<file path="src/cfg_pkg.sv">
// constants for the synthesizer, calibration, amplifier and matching register group
// assumes a register port with byte-wide data and a 100 MHz system clock
package cfg_pkg;

    // register offsets (byte addresses on the plain port)
    localparam logic [7:0] OFS_LOOP_GAIN   = 8'h1A;
    localparam logic [7:0] OFS_CAL_CTRL    = 8'h1B;
    localparam logic [7:0] OFS_AMP_LEVEL   = 8'h1C;
    localparam logic [7:0] OFS_MATCH_CAPS  = 8'h1D;
    localparam logic [7:0] OFS_PHASE_TRIM  = 8'h1E;
    // status register for the calibration sequencer
    localparam logic [7:0] OFS_CAL_STATUS  = 8'h3F;

    // calibration control field positions
    localparam int CAL_TRIG_BIT  = 7;
    localparam int CAL_BOTH_BIT  = 6;
    localparam int CAL_WAIT_HI   = 5;
    localparam int CAL_WAIT_LO   = 4;
    localparam int CAL_SEED_HI   = 2;
    localparam int CAL_SEED_LO   = 0;

    // reset values
    localparam logic [7:0] RST_LOOP_GAIN  = 8'h86;
    localparam logic [7:0] RST_CAL_CTRL   = 8'h05;
    localparam logic [7:0] RST_AMP_LEVEL  = 8'h0F;
    localparam logic [7:0] RST_MATCH_CAPS = 8'h00;
    localparam logic [7:0] RST_PHASE_TRIM = 8'h00;

    // writable bits of the calibration control register (bit 3 reserved)
    localparam logic [7:0] CAL_CTRL_MASK  = 8'hF7;

    // calibration wait times in reference-clock periods
    localparam int CAL_WAIT_0 = 90000;
    localparam int CAL_WAIT_1 = 110000;
    localparam int CAL_WAIT_2 = 130000;
    localparam int CAL_WAIT_3 = 200000;

    // calibration sequencer states
    typedef enum logic [1:0] {
        CAL_IDLE,
        CAL_RUN,
        CAL_STORE
    } cal_state_t;

endpackage : cfg_pkg

</file>
<file path="src/cal_sequencer.sv">
// calibration sequencer: waits the selected number of reference periods,
// then raises store strobes for frequency setting A and/or B
// assumes ref_tick is a one-cycle pulse per reference-clock period
`timescale 1ns/10ps
`default_nettype none
module cal_sequencer #(
    parameter int WAIT0 = cfg_pkg::CAL_WAIT_0,
    parameter int WAIT1 = cfg_pkg::CAL_WAIT_1,
    parameter int WAIT2 = cfg_pkg::CAL_WAIT_2,
    parameter int WAIT3 = cfg_pkg::CAL_WAIT_3
) (
    // clock and reset
    input  wire logic       clk,
    input  wire logic       rst_b,
    // control
    input  wire logic       start,      // one-cycle start pulse
    input  wire logic       ref_tick,   // reference period tick
    input  wire logic [1:0] wait_sel,   // duration code
    input  wire logic       store_both, // write A and B
    input  wire logic       freq_sel,   // 0 selects A, 1 selects B
    // status and results
    output logic            busy,
    output logic            store_a,
    output logic            store_b
);

    // wait length lookup for a duration code
    function automatic logic [17:0] wait_len(input logic [1:0] code);
        unique case (code)
            2'h0: wait_len = 18'(WAIT0);
            2'h1: wait_len = 18'(WAIT1);
            2'h2: wait_len = 18'(WAIT2);
            2'h3: wait_len = 18'(WAIT3);
        endcase
    endfunction : wait_len

    cfg_pkg::cal_state_t state_q;   // sequencer state
    logic [17:0]         count_q;   // reference periods left
    logic                both_q;    // latched dual-store option
    logic                fsel_q;    // latched frequency select

    ////////////////////////////////////////////////////////////////////////
    // state and countdown
    always_ff @(posedge clk or negedge rst_b) begin
        if (!rst_b) begin
            state_q <= cfg_pkg::CAL_IDLE;
            count_q <= 18'h00000;
            both_q  <= 1'b0;
            fsel_q  <= 1'b0;
        end else begin
            unique case (state_q)
                cfg_pkg::CAL_IDLE: begin
                    // options latched at start so mid-run writes do not split a result
                    if (start) begin
                        state_q <= cfg_pkg::CAL_RUN;
                        count_q <= wait_len(wait_sel);
                        both_q  <= store_both;
                        fsel_q  <= freq_sel;
                    end
                end
                cfg_pkg::CAL_RUN: begin
                    // hold until the selected period count is spent
                    if (ref_tick) begin
                        if (count_q <= 18'h00001) begin
                            state_q <= cfg_pkg::CAL_STORE;
                        end
                        count_q <= count_q - 18'h00001;
                    end
                end
                cfg_pkg::CAL_STORE: begin
                    state_q <= cfg_pkg::CAL_IDLE;
                end
                default: state_q <= cfg_pkg::CAL_IDLE;
            endcase
        end
    end

    // result store strobes
    assign busy    = (state_q != cfg_pkg::CAL_IDLE);
    assign store_a = (state_q == cfg_pkg::CAL_STORE) && (both_q || !fsel_q);
    assign store_b = (state_q == cfg_pkg::CAL_STORE) && (both_q || fsel_q);

endmodule : cal_sequencer
`default_nettype wire

</file>
<file path="src/synth_cal_pa_config_regs.sv">
// register group: loop gain, synthesizer calibration, amplifier level,
// matching capacitors and I/Q phase trim
// assumes a plain byte register port, read data one cycle after the strobe,
// and a reference tick synchronous to CLK
//
// Summary of operation
// - 8-bit loop gain factor, reset 134
// - trigger rising edge starts calibration
// - dual-store writes results to A and B
// - otherwise store to setting chosen by select
// - duration code picks 90k-200k reference periods
// - DAC seed field gives start value plus one
// - upper amplifier nibble drives strong array
// - lower amplifier nibble drives weak array, reset 15
// - upper matching nibble selects receive caps
// - lower matching nibble selects transmit caps
// - phase trim is signed two's complement
//
// Chosen here: the address-and-strobe port.
`timescale 1ns/10ps
`default_nettype none
module synth_cal_pa_config_regs #(
    parameter int CAL_WAIT0 = cfg_pkg::CAL_WAIT_0,
    parameter int CAL_WAIT1 = cfg_pkg::CAL_WAIT_1,
    parameter int CAL_WAIT2 = cfg_pkg::CAL_WAIT_2,
    parameter int CAL_WAIT3 = cfg_pkg::CAL_WAIT_3
) (
    // clock and reset
    input  wire logic              CLK,
    input  wire logic              RST_B,
    // register port
    input  wire logic [7:0]        ADDR,
    input  wire logic [7:0]        WDATA,
    input  wire logic              WR,
    input  wire logic              RD,
    output logic      [7:0]        RDATA,
    // synthesizer side
    input  wire logic              REF_TICK,        // one pulse per reference period
    input  wire logic              FREQ_SEL,        // frequency set select, 0 A, 1 B
    output logic      [7:0]        LOOP_GAIN,
    output logic                   CAL_BUSY,
    output logic                   CAL_STORE_A,
    output logic                   CAL_STORE_B,
    output logic      [3:0]        CAL_DAC_START,   // 1 to 8
    // amplifier and matching
    output logic      [3:0]        PA_STRONG_LEVEL,
    output logic      [3:0]        PA_WEAK_LEVEL,
    output logic      [3:0]        RX_MATCH_SEL,
    output logic      [3:0]        TX_MATCH_SEL,
    // phase trim
    output logic signed [7:0]      PHASE_TRIM
);

    ////////////////////////////////////////////////////////////////////////
    // storage
    logic [7:0] loop_gain_q;     // charge-pump scaling
    logic [7:0] cal_ctrl_q;      // trigger, dual, wait, seed
    logic [7:0] amp_level_q;     // strong and weak nibbles
    logic [7:0] match_q;         // rx and tx caps
    logic [7:0] phase_q;         // signed trim
    logic [7:0] rdata_q;         // read data, one cycle late
    logic       trig_prev_q;     // trigger value last cycle
    logic       cal_start;       // rising edge of trigger
    logic       cal_busy;        // sequencer running

    // write decode helper
    function automatic logic hit(input logic [7:0] a, input logic [7:0] ofs);
        hit = (a == ofs);
    endfunction : hit

    ////////////////////////////////////////////////////////////////////////
    // plain configuration registers
    always_ff @(posedge CLK or negedge RST_B) begin
        if (!RST_B) begin
            loop_gain_q <= cfg_pkg::RST_LOOP_GAIN;
            amp_level_q <= cfg_pkg::RST_AMP_LEVEL;
            match_q     <= cfg_pkg::RST_MATCH_CAPS;
            phase_q     <= cfg_pkg::RST_PHASE_TRIM;
        end else if (WR) begin
            if (hit(ADDR, cfg_pkg::OFS_LOOP_GAIN)) begin
                loop_gain_q <= WDATA;
            end
            if (hit(ADDR, cfg_pkg::OFS_AMP_LEVEL)) begin
                amp_level_q <= WDATA;
            end
            if (hit(ADDR, cfg_pkg::OFS_MATCH_CAPS)) begin
                match_q <= WDATA;
            end
            if (hit(ADDR, cfg_pkg::OFS_PHASE_TRIM)) begin
                phase_q <= WDATA;
            end
        end
    end

    ////////////////////////////////////////////////////////////////////////
    // calibration control; the trigger falls back to 0 when the run ends,
    // but a write in the same cycle wins so software is never overridden
    always_ff @(posedge CLK or negedge RST_B) begin
        if (!RST_B) begin
            cal_ctrl_q <= cfg_pkg::RST_CAL_CTRL;
        end else if (WR && hit(ADDR, cfg_pkg::OFS_CAL_CTRL)) begin
            cal_ctrl_q <= WDATA & cfg_pkg::CAL_CTRL_MASK;
        end else if (CAL_STORE_A || CAL_STORE_B) begin
            cal_ctrl_q[cfg_pkg::CAL_TRIG_BIT] <= 1'b0;
        end
    end

    // edge detect on the trigger bit
    always_ff @(posedge CLK or negedge RST_B) begin
        if (!RST_B) begin
            trig_prev_q <= 1'b0;
        end else begin
            trig_prev_q <= cal_ctrl_q[cfg_pkg::CAL_TRIG_BIT];
        end
    end

    // only a 0 to 1 transition starts a run; holding 1 does nothing more
    assign cal_start = cal_ctrl_q[cfg_pkg::CAL_TRIG_BIT] && !trig_prev_q && !cal_busy;

    ////////////////////////////////////////////////////////////////////////
    // sequencer
    cal_sequencer #(
        .WAIT0      (CAL_WAIT0),
        .WAIT1      (CAL_WAIT1),
        .WAIT2      (CAL_WAIT2),
        .WAIT3      (CAL_WAIT3)
    ) u_seq (
        .clk        (CLK),
        .rst_b      (RST_B),
        .start      (cal_start),
        .ref_tick   (REF_TICK),
        .wait_sel   (cal_ctrl_q[cfg_pkg::CAL_WAIT_HI:cfg_pkg::CAL_WAIT_LO]),
        .store_both (cal_ctrl_q[cfg_pkg::CAL_BOTH_BIT]),
        .freq_sel   (FREQ_SEL),
        .busy       (cal_busy),
        .store_a    (CAL_STORE_A),
        .store_b    (CAL_STORE_B)
    );

    ////////////////////////////////////////////////////////////////////////
    // read port; unmapped addresses read zero
    always_ff @(posedge CLK or negedge RST_B) begin
        if (!RST_B) begin
            rdata_q <= 8'h00;
        end else if (RD) begin
            unique case (ADDR)
                cfg_pkg::OFS_LOOP_GAIN:  rdata_q <= loop_gain_q;
                cfg_pkg::OFS_CAL_CTRL:   rdata_q <= cal_ctrl_q;
                cfg_pkg::OFS_AMP_LEVEL:  rdata_q <= amp_level_q;
                cfg_pkg::OFS_MATCH_CAPS: rdata_q <= match_q;
                cfg_pkg::OFS_PHASE_TRIM: rdata_q <= phase_q;
                cfg_pkg::OFS_CAL_STATUS: rdata_q <= {7'h00, cal_busy};
                default:                 rdata_q <= 8'h00;
            endcase
        end else begin
            rdata_q <= 8'h00;
        end
    end

    ////////////////////////////////////////////////////////////////////////
    // outputs
    assign RDATA           = rdata_q;
    assign LOOP_GAIN       = loop_gain_q;
    assign CAL_BUSY        = cal_busy;
    // seed code plus one gives start value 1..8
    assign CAL_DAC_START   = {1'b0, cal_ctrl_q[cfg_pkg::CAL_SEED_HI:cfg_pkg::CAL_SEED_LO]}
                             + 4'h1;
    assign PA_STRONG_LEVEL = amp_level_q[7:4];
    assign PA_WEAK_LEVEL   = amp_level_q[3:0];
    assign RX_MATCH_SEL    = match_q[7:4];
    assign TX_MATCH_SEL    = match_q[3:0];
    assign PHASE_TRIM      = $signed(phase_q);

endmodule : synth_cal_pa_config_regs
`default_nettype wire

</file>
<file path="config.mk">
export PLATFORM = sky130hd
export DESIGN_NAME = synth_cal_pa_config_regs
export DESIGN_NICKNAME = d
export VERILOG_FILES = /design/src/cfg_pkg.sv /design/src/cal_sequencer.sv /design/src/synth_cal_pa_config_regs.sv
export SDC_FILE = /design/constraint.sdc
export NUM_CORES = 1
export LEC_CHECK = 0
export BUFFER_PORTS_ARGS = -buffer_cell sky130_fd_sc_hd__buf_2
export CAP_MARGIN = 40
export CORE_ASPECT_RATIO = 0.75
export CORE_MARGIN = 3
export CORE_UTILIZATION = 56
export CTS_CLUSTER_SIZE = 8
export DETAILED_ROUTE_END_ITERATION = 10
export PLACE_DENSITY = 0.8
export SLEW_MARGIN = 20
export SYNTH_ARGS = -nofsm -noshare
export SYNTH_HDL_FRONTEND = slang
export SYNTH_HIERARCHICAL = 1
export SYNTH_SLANG_ARGS = --single-unit
</file>
<file path="constraint.sdc">
create_clock -name CLK -period 3.4 [get_ports CLK]
set_input_delay 0.68 -clock CLK [delete_from_list [all_inputs] [get_ports CLK]]
set_output_delay 0.68 -clock CLK [all_outputs]
set_load 0.01 [all_outputs]
</file>
==> qor.txt <==
status: complete, no violations
total of fill cells in the finished design: 452
worst rel slew slack: 0.527
Clock Latency Late Sink: 0.35 ns
PortBufs: 68
Final Critical Period: 2.75 ns
Mapped Avg Cell Area: 11.5 µm²
cts repair resizes: 0
Flop pwr share: 0.473
register area share after synthesis: 0.478
fraction of registers with async set/reset: 1.00
die height: 76.3 µm
Period Utilization, post-route: 0.808
final setup TNS: 0 ns
clock buffer count from CTS: 9
Worst Path Max Fanout: 10
largest net degree at the start of global routing: 36
EDFF count, synth: 0
Final Skew: 0.0103 ns
DRC violations left: 0
die width: 99.7 µm
total power: 0.00236 W
first-pass GRT wire length: 14700 µm
ant diodes: 0
Psw: 0.000775 W
DR iter-0 viols: 200
# setup viols final: 0
Post-CTS Hold Fix Bufs: 0
Worst setup EP type: flip-flop
Internal Power: 0.00158 W
FMAX: 0.364 GHz
most common cell after layout, fill and taps aside: buf_2
Min Hold Slack: 0.141 ns
Max-cap violations: 0
Leak: 2.07 nW
Unique masters post-synth: 61
vias post-DR: 2865
Clk network pwr share: 0.291
area grow syn2layout: 15.3%
Boundary Pins: 69
switching share of total power: 0.329
clk sink count: 70
Primary FF master, synth: dfrtp_1
core box area: 6100 µm²
Comb pwr share: 0.236
warnings from Yosys: 6
postcts setup bufs: 0
final wirelength: 9150 µm
Final Slew Violations: 0
Critical Path RT: 3.63 ns
initial antenna violation count: 0
Final Hold Viols: 0
Netlist Area Pre-Place: 3690 µm²
Avg WL per Cell: 19.4 µm
Clock Tree Root: clkbuf_8
Pre-antenna DRT Iters: 5
commonest cells after routing, fill and taps aside: buf_2 (68), dfrtp_1 (61), mux2_2 (29), nor2_1 (27), o21ai_0 (18)
Setup crit start kind: flip-flop
RSZ-0062 raised after global routing: no
CTS H-tree depth: 3
vias in the first global route: 2821
Worst Max-Slew Pin Slew: 0.706 ns
Routed Antenna Nets: 0
crit path kind: reg2reg
# rows: 24
data arrival time of the worst path: 2.97 ns
TritonCTS clock tree: done
Power Density: 555 nW/µm²
Peak supply drop: 0.287 mV
GRT Util Overall: 0.248
Tightest Hold Check Type: in2async
syn nets: 352
dpl hpwl: 6310 µm
Clock Path Buffers: 2
layout cells sized above 1: 0.393
Starting Density: 0.605
Remaining Overflow, GRT: 0
post-synthesis cell count: 321
clock slew at reported path FFs: 0.07 ns
final net count: 420
#FFs+latches synth: 70
Die Area: 7600 µm²
gp weighted congestion: 0.907
vias per cell: 6.07
-- per-layer routing --
metal | share of wire | vias to the layer above | global-route usage | wire length (µm)
met5 | 0 | - | 0 | 0
met4 | 0.013 | 0 | 0.0655 | 122
met3 | 0.082 | 13 | 0.0695 | 754
met2 | 0.45 | 145 | 0.364 | 4110
met1 | 0.45 | 1408 | 0.361 | 4160
li1 | - | 1299 | - | -
-- cells by family (layout without fill, tap and decap cells) --
logic type | Yosys count | in the layout | synth area share
and+or+nand+nor | 102 | 102 | 0.160
DFF | 70 | 70 | 0.478
AOI/OAI and AO/OA | 59 | 59 | 0.102
muxes | 54 | 54 | 0.178
buffers and inverters | 23 | 96 | 0.0414
adders and majority gates | 9 | 9 | 0.0306
xor gates and xnor gates | 4 | 4 | 0.00951
-- sequential cells by signal, summed over array words and instances (netlist names), 2 cells and up --
register	flops
PHASE_TRIM	8
u_seq/count_q	18
LOOP_GAIN	8
cal_ctrl_q	7
RDATA	8
amp_level_q	8
u_seq/state_q	2
match_q	8
-- final timing paths --
path | startpoint | endpoint | slack (ns) | depth (start not counted)
max | u_seq/state_q[0]$_DFFE_PN0P_ | u_seq/count_q[15]$_DFFE_PN0P_ | 0.65 | 6
min | RST_B | u_seq/fsel_q$_DFFE_PN0P_ | 0.14 | 1
max reg2reg | u_seq/state_q[0]$_DFFE_PN0P_ | u_seq/count_q[15]$_DFFE_PN0P_ | 0.65 | 6
min reg2reg | cal_ctrl_q[7]$_DFFE_PN0P_ | trig_prev_q$_DFF_PN0_ | 0.42 | 0
max in group asynchronous | RST_B | LOOP_GAIN[1]$_DFFE_PN1P_ | 2.47 | 3
min in group CLK | cal_ctrl_q[7]$_DFFE_PN0P_ | trig_prev_q$_DFF_PN0_ | 0.42 | 0
-- critical path, cell delays in order, from the launching register on --
cell     delay (ns)
dfrtp_1        0.51
or2_2          0.38
nor3b_1        0.47
mux2i_1        0.22
or2_2          0.42
o311a_1        0.38
a221o_1        0.26
-- final cells by class --
class | instances | area, µm² | area share
Clock buffer | 13 | 159 | 0.0374
Clock inverter | 3 | 42.5 | 0.0100
Inverter | 7 | 26.3 | 0.00618
Multi-Input combinational cell | 228 | 1770 | 0.417
Sequential cell | 70 | 1760 | 0.415
Tap cell | 78 | 97.6 | 0.0230
Timing Repair Buffer | 73 | 390 | 0.0919
-- Yosys cell counts, types with 3 or more instances --
| cell | instances | share of area |
|---|---|---|
| inv_1 | 7 | 0.0071 |
| dfrtp_1 | 61 | 0.41 |
| nand4_1 | 3 | 0.0051 |
| nand3_1 | 4 | 0.0054 |
| nand2_1 | 17 | 0.017 |
| a211oi_1 | 4 | 0.0081 |
| buf_4 | 3 | 0.0061 |
| dfstp_2 | 9 | 0.064 |
| mux2_4 | 16 | 0.065 |
| a31oi_1 | 5 | 0.0085 |
| nor3_1 | 6 | 0.0081 |
| a21oi_1 | 13 | 0.018 |
| and4_1 | 4 | 0.0095 |
| ha_1 | 9 | 0.031 |
| o21ai_0 | 18 | 0.024 |
| nor3b_1 | 4 | 0.0081 |
| clkbuf_1 | 5 | 0.0051 |
| mux2i_1 | 9 | 0.024 |
| mux2_2 | 29 | 0.089 |
| and3_1 | 5 | 0.0085 |
| nor2b_1 | 3 | 0.0051 |
| and2_1 | 7 | 0.012 |
| nor2_1 | 27 | 0.027 |
| buf_6 | 3 | 0.0092 |
-- power by group through the flow --
stage / Combinational, W / Clock [W] / Sequential, W
final: 0.000555 / 0.000686 / 0.00111
after detailed placement: 0.000526 / 0 / 0.00112
after CTS: 0.000536 / 0.000697 / 0.00111
after floorplan: 0.000403 / 0 / 0.00108
after global routing: 0.000621 / 0.000735 / 0.00113
after global placement: 0.000513 / 0 / 0.00111
-- metrics by stage --
step	util	cell area, µm²	setup slack, ns	std cells
2_1_floorplan	-	3690	0.654	321
3_3_place_gp	0.659	4020	0.804	454
3_5_place_dp	0.659	4020	0.705	454
4_1_cts	0.693	4220	0.705	470
5_1_grt	0.697	4250	0.533	472
6_report	0.697	4250	0.652	472
No activity file was read; power rests on OpenSTA's default activity.
